--- src/rtl/gptpg_consts.svh ---
// constants of the transmit test pattern generator
`ifndef GPTPG_CONSTS_SVH
`define GPTPG_CONSTS_SVH
`define GPTPG_IDX_TEST_CTRL 5'h09
`define GPTPG_IDX_CLK_CTRL 5'h10
`define GPTPG_IDX_STATUS 5'h11
`define GPTPG_MODE_MSB 15
`define GPTPG_MODE_LSB 13
`define GPTPG_CLKEN_BIT 0
`define GPTPG_TEST_CTRL_RST 16'h0000
`define GPTPG_CLK_CTRL_RST 1'h0
`define GPTPG_MODE_NORMAL 3'h0
`define GPTPG_MODE_WAVE 3'h1
`define GPTPG_MODE_JIT_M 3'h2
`define GPTPG_MODE_JIT_S 3'h3
`define GPTPG_MODE_DIST 3'h4
`define GPTPG_SYM_ZERO 3'h0
`define GPTPG_SYM_P1 3'h1
`define GPTPG_SYM_P2 3'h2
`define GPTPG_SYM_M1 3'h7
`define GPTPG_SYM_M2 3'h6
`define GPTPG_SCR_SEED 11'h001
`define GPTPG_WAVE_RST 10'h000
`define GPTPG_WAVE_LAST 10'h3ff
`define GPTPG_FIFO_DEPTH 8
`endif

--- src/rtl/gptpg_pkg.sv ---
// types shared by the transmit test pattern generator
package gptpg_pkg;
    // one quinary symbol, two's complement, -2..+2
    typedef logic [2:0] gptpg_sym_t;
    // one symbol for each of the four pairs
    typedef struct packed {
        gptpg_sym_t d;
        gptpg_sym_t c;
        gptpg_sym_t b;
        gptpg_sym_t a;
    } gptpg_quad_t;
endpackage

--- src/rtl/gptpg_top.sv ---
// transmit test pattern generator with its input fifo
`timescale 1ns/1ps
`include "gptpg_consts.svh"

// ==========================================================================
// fifo
module gptpg_fifo #(
    parameter int WIDTH = 12,
    parameter int DEPTH = 8
) (
    input wire logic clk,
    input wire logic rst_n,
    input wire logic [WIDTH-1:0] in_data,
    input wire logic in_valid,
    output logic in_ready,
    output logic [WIDTH-1:0] out_data,
    output logic out_valid,
    input wire logic out_ready
);
    localparam int AW = (DEPTH > 1) ? $clog2(DEPTH) : 1;
    localparam int CW = $clog2(DEPTH + 1);
    localparam logic [AW-1:0] PTR_LAST = AW'(DEPTH - 1);
    localparam logic [CW-1:0] CNT_FULL = CW'(DEPTH);

    logic [WIDTH-1:0] mem [DEPTH];
    logic [AW-1:0] wr_ptr_reg;
    logic [AW-1:0] rd_ptr_reg;
    logic [CW-1:0] count_reg;
    logic in_ready_reg;
    logic out_valid_reg;

    wire push = in_valid & in_ready_reg;
    wire pop = out_valid_reg & out_ready;
    wire [CW-1:0] count_next = CW'(count_reg + CW'(push) - CW'(pop));
    wire [AW-1:0] wr_ptr_next = (wr_ptr_reg == PTR_LAST) ? '0 : AW'(wr_ptr_reg + 1'h1);
    wire [AW-1:0] rd_ptr_next = (rd_ptr_reg == PTR_LAST) ? '0 : AW'(rd_ptr_reg + 1'h1);

    assign in_ready = in_ready_reg;
    assign out_valid = out_valid_reg;
    assign out_data = mem[rd_ptr_reg];

    // storage carries no reset, only the pointers, count and flags do
    always_ff @(posedge clk) begin
        if (push) begin
            mem[wr_ptr_reg] <= in_data;
        end
    end

    always_ff @(posedge clk) begin
        if (!rst_n) begin
            wr_ptr_reg <= '0;
            rd_ptr_reg <= '0;
            count_reg <= '0;
            in_ready_reg <= 1'h0;
            out_valid_reg <= 1'h0;
        end else begin
            wr_ptr_reg <= push ? wr_ptr_next : wr_ptr_reg;
            rd_ptr_reg <= pop ? rd_ptr_next : rd_ptr_reg;
            count_reg <= count_next;
            in_ready_reg <= (count_next != CNT_FULL);
            out_valid_reg <= (count_next != '0);
        end
    end
endmodule

// ==========================================================================
// top
module gptpg_top
    import gptpg_pkg::*;
#(
    parameter int FIFO_DEPTH = `GPTPG_FIFO_DEPTH
) (
    input wire logic CLOCK,
    input wire logic RST_N,
    input wire logic [4:0] ADDR,
    input wire logic [15:0] WDATA,
    input wire logic WR,
    input wire logic RD,
    output logic [15:0] RDATA,
    input wire gptpg_quad_t NORM_SYM,
    input wire logic NORM_VALID,
    output logic NORM_READY,
    input wire logic RX_TIMING,
    input wire logic TX_READY,
    output gptpg_quad_t TX_SYM,
    output logic TX_SYM_VALID,
    output logic TX_SLAVE_TIMING,
    output logic TX_SYMBOL_CLOCK_OUT
);
    // ======================================================================
    // registers
    logic [15:0] test_ctrl_reg;
    logic clk_ctrl_reg;
    logic [15:0] rdata_reg;
    logic [2:0] mode_q_reg;
    logic [9:0] wave_cnt_reg;
    logic jit_ph_reg;
    logic [10:0] scr_reg;
    logic s1_reg;
    logic s2_reg;
    logic s3_reg;
    logic flt_reg;
    gptpg_quad_t tx_sym_reg;
    logic tx_valid_reg;
    logic slave_reg;
    logic clk_out_reg;
    gptpg_quad_t fifo_data;
    logic fifo_valid;
    logic fifo_in_ready;

    // ======================================================================
    // decode
    wire wr_test = WR & (ADDR == `GPTPG_IDX_TEST_CTRL);
    wire wr_clk = WR & (ADDR == `GPTPG_IDX_CLK_CTRL);
    wire [2:0] mode_raw = test_ctrl_reg[`GPTPG_MODE_MSB:`GPTPG_MODE_LSB];
    wire [2:0] mode_eff = (mode_raw > `GPTPG_MODE_DIST) ? `GPTPG_MODE_NORMAL : mode_raw;
    wire is_normal = (mode_eff == `GPTPG_MODE_NORMAL);
    wire is_wave = (mode_eff == `GPTPG_MODE_WAVE);
    wire is_jit = (mode_eff == `GPTPG_MODE_JIT_M) | (mode_eff == `GPTPG_MODE_JIT_S);
    wire is_dist = (mode_eff == `GPTPG_MODE_DIST);
    wire is_slave = (mode_eff == `GPTPG_MODE_JIT_S);
    wire entry = (mode_eff != mode_q_reg);

    // ======================================================================
    // symbol timing
    // filtered level moves only when the last two stages agree
    wire flt_next = (s2_reg == s3_reg) ? s3_reg : flt_reg;
    wire rx_rise = s2_reg & s3_reg & ~flt_reg;
    // master timing every clock; slave timing on recovered edge
    wire tick = is_slave ? rx_rise : 1'h1;
    wire step = tick & TX_READY;
    wire emit = step & ~entry;

    // ======================================================================
    // pattern sources
    wire [2:0] seg = wave_cnt_reg[9:7];
    wire first = (wave_cnt_reg[6:0] == 7'h00);
    wire gptpg_sym_t wave_sym = seg[2] ? (seg[0] ? `GPTPG_SYM_M2 : `GPTPG_SYM_P2) :
        (!first ? `GPTPG_SYM_ZERO :
        seg[1] ? (seg[0] ? `GPTPG_SYM_M1 : `GPTPG_SYM_P1) :
        (seg[0] ? `GPTPG_SYM_M2 : `GPTPG_SYM_P2));
    wire gptpg_sym_t jit_sym = jit_ph_reg ? `GPTPG_SYM_M2 : `GPTPG_SYM_P2;
    wire sel_bit_low = scr_reg[0];
    wire sel_bit_mid = scr_reg[1] ^ scr_reg[4];
    wire sel_bit_high = scr_reg[2] ^ scr_reg[4];
    wire gptpg_sym_t dist_sym = sel_bit_low ?
        (sel_bit_mid ? `GPTPG_SYM_M1 : `GPTPG_SYM_P1) :
        (sel_bit_mid ? (sel_bit_high ? `GPTPG_SYM_M2 : `GPTPG_SYM_P2) : `GPTPG_SYM_ZERO);
    wire gptpg_sym_t test_sym = is_wave ? wave_sym : (is_jit ? jit_sym : dist_sym);
    // shift toward bit 10, feedback from bits 8 and 10
    wire [10:0] scr_shift = {scr_reg[9:0], scr_reg[8] ^ scr_reg[10]};

    // ======================================================================
    // next values
    // counter wraps straight into the next repetition
    wire [9:0] wave_next = entry ? `GPTPG_WAVE_RST :
        ((emit & is_wave) ? 10'(wave_cnt_reg + 10'h001) : wave_cnt_reg);
    wire jit_next = entry ? 1'h0 : ((emit & is_jit) ? ~jit_ph_reg : jit_ph_reg);
    // nonzero seed on entry; one shift per symbol
    wire [10:0] scr_next = (entry & is_dist) ? `GPTPG_SCR_SEED :
        ((emit & is_dist) ? scr_shift : scr_reg);
    // test pattern drives all pairs, normal path otherwise
    wire gptpg_quad_t sym_next = is_normal ? fifo_data : {4{test_sym}};
    wire load = emit & (~is_normal | fifo_valid);
    wire [15:0] status = {wave_cnt_reg, jit_ph_reg, fifo_in_ready, is_slave, mode_eff};
    wire [15:0] rd_mux = (ADDR == `GPTPG_IDX_TEST_CTRL) ? test_ctrl_reg :
        (ADDR == `GPTPG_IDX_CLK_CTRL) ? {15'h0000, clk_ctrl_reg} :
        (ADDR == `GPTPG_IDX_STATUS) ? status : 16'h0000;
    // symbol clock toggles on every timing tick while enabled, even when no symbol is sent
    wire clk_out_next = clk_ctrl_reg ? (tick ? ~clk_out_reg : clk_out_reg) : 1'h0;

    // ======================================================================
    // input fifo, drained once per symbol; test modes discard its words
    gptpg_fifo #(
        .WIDTH($bits(gptpg_quad_t)),
        .DEPTH(FIFO_DEPTH)
    ) u_fifo (
        .clk(CLOCK),
        .rst_n(RST_N),
        .in_data(NORM_SYM),
        .in_valid(NORM_VALID),
        .in_ready(fifo_in_ready),
        .out_data(fifo_data),
        .out_valid(fifo_valid),
        .out_ready(emit)
    );

    // ======================================================================
    // flops
    always_ff @(posedge CLOCK) begin
        if (!RST_N) begin
            test_ctrl_reg <= `GPTPG_TEST_CTRL_RST;
            clk_ctrl_reg <= `GPTPG_CLK_CTRL_RST;
            rdata_reg <= 16'h0000;
        end else begin
            test_ctrl_reg <= wr_test ? WDATA : test_ctrl_reg;
            clk_ctrl_reg <= wr_clk ? WDATA[`GPTPG_CLKEN_BIT] : clk_ctrl_reg;
            rdata_reg <= RD ? rd_mux : 16'h0000;
        end
    end

    // recovered timing pin: three stages, first one feeds only the second
    always_ff @(posedge CLOCK) begin
        if (!RST_N) begin
            s1_reg <= 1'h0;
            s2_reg <= 1'h0;
            s3_reg <= 1'h0;
            flt_reg <= 1'h0;
        end else begin
            s1_reg <= RX_TIMING;
            s2_reg <= s1_reg;
            s3_reg <= s2_reg;
            flt_reg <= flt_next;
        end
    end

    always_ff @(posedge CLOCK) begin
        if (!RST_N) begin
            mode_q_reg <= `GPTPG_MODE_NORMAL;
            wave_cnt_reg <= `GPTPG_WAVE_RST;
            jit_ph_reg <= 1'h0;
            scr_reg <= `GPTPG_SCR_SEED;
        end else begin
            mode_q_reg <= mode_eff;
            wave_cnt_reg <= wave_next;
            jit_ph_reg <= jit_next;
            scr_reg <= scr_next;
        end
    end

    always_ff @(posedge CLOCK) begin
        if (!RST_N) begin
            tx_sym_reg <= '0;
            tx_valid_reg <= 1'h0;
            slave_reg <= 1'h0;
            clk_out_reg <= 1'h0;
        end else begin
            tx_sym_reg <= load ? sym_next : tx_sym_reg;
            tx_valid_reg <= load;
            slave_reg <= is_slave;
            clk_out_reg <= clk_out_next;
        end
    end

    assign RDATA = rdata_reg;
    assign NORM_READY = fifo_in_ready;
    assign TX_SYM = tx_sym_reg;
    assign TX_SYM_VALID = tx_valid_reg;
    assign TX_SLAVE_TIMING = slave_reg;
    assign TX_SYMBOL_CLOCK_OUT = clk_out_reg;
endmodule

--- config.mk ---
export PLATFORM = sky130hd
export DESIGN_NAME = gptpg_top
export DESIGN_NICKNAME = d
export VERILOG_FILES = /design/src/rtl/gptpg_pkg.sv /design/src/rtl/gptpg_top.sv
export VERILOG_INCLUDE_DIRS = /design/src /design/src/rtl
export SDC_FILE = /design/constraint.sdc
export NUM_CORES = 1
export LEC_CHECK = 0
export BUFFER_PORTS_ARGS = -buffer_cell sky130_fd_sc_hd__buf_2
export CAP_MARGIN = 20
export CORE_MARGIN = 4
export CORE_UTILIZATION = 50
export DETAILED_ROUTE_END_ITERATION = 7
export PLACE_DENSITY_LB_ADDON = 0.05
export SLEW_MARGIN = 20
export SYNTH_ARGS = -nofsm -noshare
export SYNTH_HDL_FRONTEND = slang
export SYNTH_SLANG_ARGS = --single-unit
--- constraint.sdc ---
create_clock -name CLOCK -period 3 [get_ports CLOCK]
set_clock_uncertainty 0.05 [all_clocks]
set_input_delay 0 -clock CLOCK [delete_from_list [all_inputs] [get_ports CLOCK]]
set_output_delay 0 -clock CLOCK [all_outputs]
set_load 0.005 [all_outputs]
; ---- Word level (Yosys, flattened, before mapping)
; Memory sizes are Yosys's and may differ from the RTL's. A register that Yosys moved wholly into a read port is not among the register bits.
; Cells that the tools add are included.
[op_classes]
n_bitwise = 24
muxes = 24
n_addsub = 5
reduce_logical = 7
multipliers = 0
eq_ne = 12
n_lt_le_gt_ge = 1
n_div = 0
n_shift = 0
[ops]
columns = op, count
row1 = two-way mux 3 bit, 17
row2 = two-way mux 16 bit, 3
row3 = bitwise AND 1 bit, 13
row4 = two-way mux 12 bit, 1
row5 = "adder 10 x 1 -> 10 bit, second input constant", 1
row6 = "== test 5 bit, second input constant", 2
row7 = "== test 3 bit, second input constant", 3
row8 = zero test 7 bit, 1
row9 = "adder 3 x 1 -> 3 bit, second input constant", 2
row10 = "== test 3 x 2 -> 1 bit, second input constant", 2
row11 = NOT 1 bit, 6
row12 = "== test 5 x 4 -> 1 bit, second input constant", 1
row13 = adder 4 x 1 -> 4 bit, 1
row14 = "inequality test 4 bit, second input constant", 1
row15 = AND reduction 2 bit, 2
row16 = nonzero test 4 bit, 1
row17 = OR reduction 2 bit, 2
row18 = subtractor 4 x 1 -> 4 bit, 1
row19 = "== test 3 x 1 -> 1 bit, second input constant", 1
row20 = "> comparator 3 bit, second input constant", 1
row21 = zero test 3 bit, 1
row22 = two-way mux 1 bit, 3
row23 = inequality test 3 bit, 1
row24 = bitwise XOR 1 bit, 3
row25 = other kinds (2), 3
[totals]
ram_bits = 96
latch_bits = 0
mem_bits_ro = 0
reg_bits = 89
memories = 1
input_bits = 40
output_inout_bits = 32
wordCells = 97
[mem_list]
columns = memory, depth, width, read_ports, rd_ports_with_merged_regs, wr, line
row1 = u_fifo.mem, 8, 12, 1, 1, 1, gptpg_top.sv:25  ; logic [WIDTH-1:0] mem [DEPTH];

; ---- Longest topological paths before layout
[logic_depth]
depth_word = 9
ltp_mapped = 15
depth_no_buf = 13

; ---- Hierarchy
; From an unflattened synthesis, not the netlist that was laid out.
[hier_totals]
hier_cells = 604
area_unflattened_um2 = 7846.3
[modules_own_cells]
columns = mod, instances, cells_each, seq_area_each_um2, area_each_um2
row1 = gptpg_fifo, 1, 223, 3183.1, 4440.5
row2 = gptpg_top, 1, 381, 1541.5, 3405.8

; ---- Least setup slack after synthesis
; OpenSTA, ideal clock, no wires.
[synth_timing]
path_type = register to register
from = reg test_ctrl_reg[13]
to = reg u_fifo.out_valid_reg (netlist: u_fifo.out_valid)
path_buffers = 2
setup_ps = 115
required_time_ps = 2835
arrival_time_ps = 3026
path_slack_ps = -191
path_stages_with_launch = 16
period_less_slack_ps = 3191
path_cell_list = dfxtp_1 > buf_4 > or2_2 > a211oi_1 > o211ai_1 > and3_1 > buf_2 > ha_1 > inv_1 > ha_1 > inv_1 > fa_1 > xnor2_1 > nor3b_1 > nand2b_1 > and2_1
[synth_between]
elab_chain_len = 9
elab_cells_between_ends = 11
classes_between = add/sub (1) / order compare (1) / eq/ne (2) / mux (2) / bitwise (4) / reduce/logical (1)
[synth_rtl]
columns = item, line
row1 = from (decl), gptpg_top.sv:92  ; logic [15:0] test_ctrl_reg;
row2 = from (signal assigned), gptpg_top.sv:192  ; test_ctrl_reg <= `GPTPG_TEST_CTRL_RST;
row3 = from (signal assigned), gptpg_top.sv:196  ; test_ctrl_reg <= wr_test ? WDATA : test_ctrl_reg;
row4 = > comparator 3 bit (no source line), n/a
row5 = two-way mux 3 bit (*), gptpg_top.sv:116  ; wire [2:0] mode_eff = (mode_raw > `GPTPG_MODE_DIST) ? `GPTPG_MODE_NORMAL : mode_raw;
row6 = == test 3 x 2 -> 1 bit (no source line), n/a
row7 = two-way mux 1 bit, gptpg_top.sv:130  ; wire tick = is_slave ? rx_rise : 1'h1;
row8 = bitwise AND 1 bit, gptpg_top.sv:131  ; wire step = tick & TX_READY;
row9 = bitwise AND 1 bit (*), gptpg_top.sv:132  ; wire emit = step & ~entry;
row10 = bitwise AND 1 bit (*), gptpg_top.sv:33  ; wire pop = out_valid_reg & out_ready;
row11 = named net u_fifo.pop, gptpg_top.sv:33
row12 = subtractor 4 x 1 -> 4 bit (*), gptpg_top.sv:34  ; wire [CW-1:0] count_next = CW'(count_reg + CW'(push) - CW'(pop));
row13 = nonzero test 4 bit (*), gptpg_top.sv:61  ; out_valid_reg <= (count_next != '0);
row14 = to (signal assigned), gptpg_top.sv:61
row15 = to (decl), gptpg_top.sv:30  ; logic out_valid_reg;
; Mark *: on every way through the listed nets, which the timed path passes. The rest lies on a longest branch.
; A chain may end at the register's enable or synchronous reset.

; ---- Final worst setup path
[layout_timing]
from = reg test_ctrl_reg[13]
to = reg u_fifo.out_valid_reg (netlist: u_fifo.out_valid)
[layout_between]
elab_chain_len = 9
elab_cells_between_ends = 11
classes_between = add/sub (1) / order compare (1) / eq/ne (2) / mux (2) / bitwise (4) / reduce/logical (1)
[layout_rtl]
columns = item, line
row1 = > comparator 3 bit (no source line), n/a
row2 = two-way mux 3 bit (*), gptpg_top.sv:116
row3 = == test 3 x 2 -> 1 bit (no source line), n/a
row4 = two-way mux 1 bit, gptpg_top.sv:130
row5 = bitwise AND 1 bit, gptpg_top.sv:131
row6 = bitwise AND 1 bit (*), gptpg_top.sv:132
row7 = bitwise AND 1 bit (*), gptpg_top.sv:33
row8 = subtractor 4 x 1 -> 4 bit (*), gptpg_top.sv:34
row9 = nonzero test 4 bit (*), gptpg_top.sv:61
; Mark *: on every way between the ends. The rest lies on a longest branch, timed or not.

==> summary.md <==
| Metric | Value |
|---|---|
| Outcome | completed |
| R2R cell count | 12 |
| M1 wire length | 6861 µm |
| Synth area leader | edfxtp_1 |
| Met2 Wirelength | 8386 µm |
| Final core occ | 0.6229 |
| IO Pins | 72 |
| Fin cells | 881 |
| DRC | 0 |
| Max-cap violations | 0 |
| CTS buffer count | 17 |
| Top_reg_cell synth | edfxtp_1 |
| Via count | 4,844 |
| Maximum vdd ir drop | 0.4348 mV |
| Worst EP required | 3.27 ns |
| Clock slew at reported path FFs | 0.07 ns |
| First-pass GRT wire length | 26,030 µm |
| Hold crit path type | input pin to flop |
| Average via count per standard cell | 5.498 |
| Final Cell Area | 9121 µm² |
| Seq/Total Area, Yosys | 0.6285 |
| Mapped Cells | 565 |
| Core area | 14,640 µm² |
| DR WL met3 | 840 µm |
| Final hold violations | 0 |
| Synth Warn # | 0 |
| Vias in the first global route | 4,887 |
| Post-synth cell types | 55 |
| Period Utilization, post-route | 0.9750 |
| Syn nets | 617 |
| EDFF count, synth | 96 |
| Starting density of the core | 0.5133 |
| WP data arrival | 3.20 ns |
| DP Cell Count | 814 |
| Worst setup EP type | flop |
| Die Wd | 130.6 µm |
| Avg Synthesized Cell Area | 13.30 µm² |
| Crit path from | test_ctrl_reg[13] |
| Port Buffers | 71 |
| Gr ovfl total | 0 |
| Row Count | 44 |
| Mapped cell area | 7517 µm² |
| Seq cells post-synth | 188 |
| Total iterations of the first detailed-routing run | 4 |
| H-tree lvl count | 4 |
| CTS sink cnt | 188 |
| Max-slew violations | 0 |
| Setup-failing EPs final | 0 |
| Antenna Cells | 0 |
| Setup TNS | 0 ns |
| Commonest non-fill, non-tap cells in the layout | 96 x edfxtp_1, 88 x dfxtp_1, 71 x buf_2, 70 x nand2_1, 33 x dlygate4sd3_1 |
| Largest net degree at the start of global routing | 47 |
| Hold path start | NORM_VALID |
| Die height | 130.6 µm |
| Final Total Pwr | 5.985 mW |
| Share of cells above drive strength 1 | 0.2482 |
| Top cell type's share of synthesized area | 0.3835 |
| Top Layer Used | met4 |
| Synth area leaders | edfxtp_1 38%, dfxtp_1 25%, mux4_2 7.2% |
| Total GRT Usage | 0.2014 |
| Worst-Skew Late Latency | 0.43 ns |
| Post-layout minimum cycle time | 2.925 ns |
| Kind of critical path | flop to flop |
| Dpl cell area | 8185 µm² |
| Final nets | 736 |
| Layout area overhead | 21.34% |
| Most common cell after layout, fill and taps aside | edfxtp_1 |
| Achievable frequency | 341.9 MHz |
| Die ar. | 17,060 µm² |
| RR Startpoint | test_ctrl_reg[13] |
| Post-DRT Antenna Nets | 0 |
| Antenna violations before repair | 0 |
| CP max FO | 5 |
| Largest register FFs | 96 |
| Worst-margin pin slew | 0.9003 ns |
| Hold Path Depth | 4 |
| Gpl congestion | 0.7875 |
| Rel. slew slack | 0.3995 |
| Root buf cell | clkbuf_16 |
| Clock Path Buffers | 2 |
| P_leak | 3.266 nW |
| Iteration-0 DRC Markers | 267 |
| WL/cell | 18.48 µm |
| TritonCTS clock tree | built |
| Crit start category | flop |
| Power density over cell area | 656.1 nW/µm² |
| Post-synth ARST share | 0 |
| Post-Route WL | 16,290 µm |
| Final HPWL DP | 10,560 µm |
==> Yosys cell counts (9+ instances only) <==
cell type  instances
nand2_1           70
a22oi_1           14
edfxtp_1          96
nor2b_1           11
o2bb2ai_1         12
inv_1             12
mux2i_1           19
ha_1              11
and2_1            11
a221oi_1          13
buf_2              9
nor2_1            27
mux4_2            24
a21oi_1           15
a21boi_0          19
clkbuf_1          19
dfxtp_1           92
==> report_power, final <==
part           switching [mW]  internal [mW]  total (mW)  leakage (nW)
logic                   0.433          0.486       0.920          1.38
registers              0.0960           2.84        2.93          1.61
clock network            1.03           1.10        2.13         0.269
==> critical path, cell delays in order, from the launching register on <==
cell and delay [ns]:
dfxtp_2 0.35, or2_4 0.28, a211oi_4 0.25, o211ai_1 0.15, and3_1 0.23, ha_1 0.29
inv_1 0.06, ha_1 0.16, inv_1 0.06, fa_2 0.54, nor3b_4 0.19, nand2b_1 0.07
and2_1 0.14
==> timing repair <==
| item | in CTS | in global routing |
|---|---|---|
| hold buffers | 33 | 0 |
| buffers inserted | 0 | 2 |
| pin swaps | 0 | 5 |
| endpoints found under the setup margin | 1 | 2 |
| resized for setup | 1 | 8 |
| hold endpoints to repair | 115 | 0 |
==> per-stage QoR <==
stage	setup slack, ns	hold WS, ns
6_report	0.07508	0.03136
5_1_grt	-0.02280	0.06744
4_1_cts	0.01741	0.02463
3_5_place_dp	-0.01049	0.1644
3_3_place_gp	0.1234	0.1651
2_1_floorplan	0.02477	0.02807
==> layer usage <==
metal / GRT usage / vias up
met4: 0.05324 / 0
met1: 0.2442 / 2350
li1: - / 2355
met5: 0 / -
met2: 0.3603 / 121
met3: 0.04919 / 18
==> area by class of cell <==
class / count / area [µm²]
clock inverters: 14 / 133.9
inverters: 12 / 45.04
clock buffers: 18 / 429.2
flip-flops and latches: 188 / 4732
well taps: 184 / 230.2
multi-input cells: 334 / 2659
fillers: 1156 / 5523
repair buffers: 131 / 892.1
==> logic make-up after synthesis <==
family | share of synthesized area
compound gates | 0.09654
xor+xnor | 0.01165
fa+ha+maj | 0.02097
buf+inv | 0.02547
flops | 0.6285
mux | 0.09720
simple gates | 0.1197
==> worst paths after layout <==
| path | endpoint | slack (ns) |
|---|---|---|
| min | u_fifo.wr_ptr_reg[1] | 0.03 |
| min reg2reg | s2_reg | 0.39 |
| max | u_fifo.out_valid | 0.08 |
| max reg2reg | u_fifo.out_valid | 0.08 |
No activity file was read; power rests on OpenSTA's default activity.
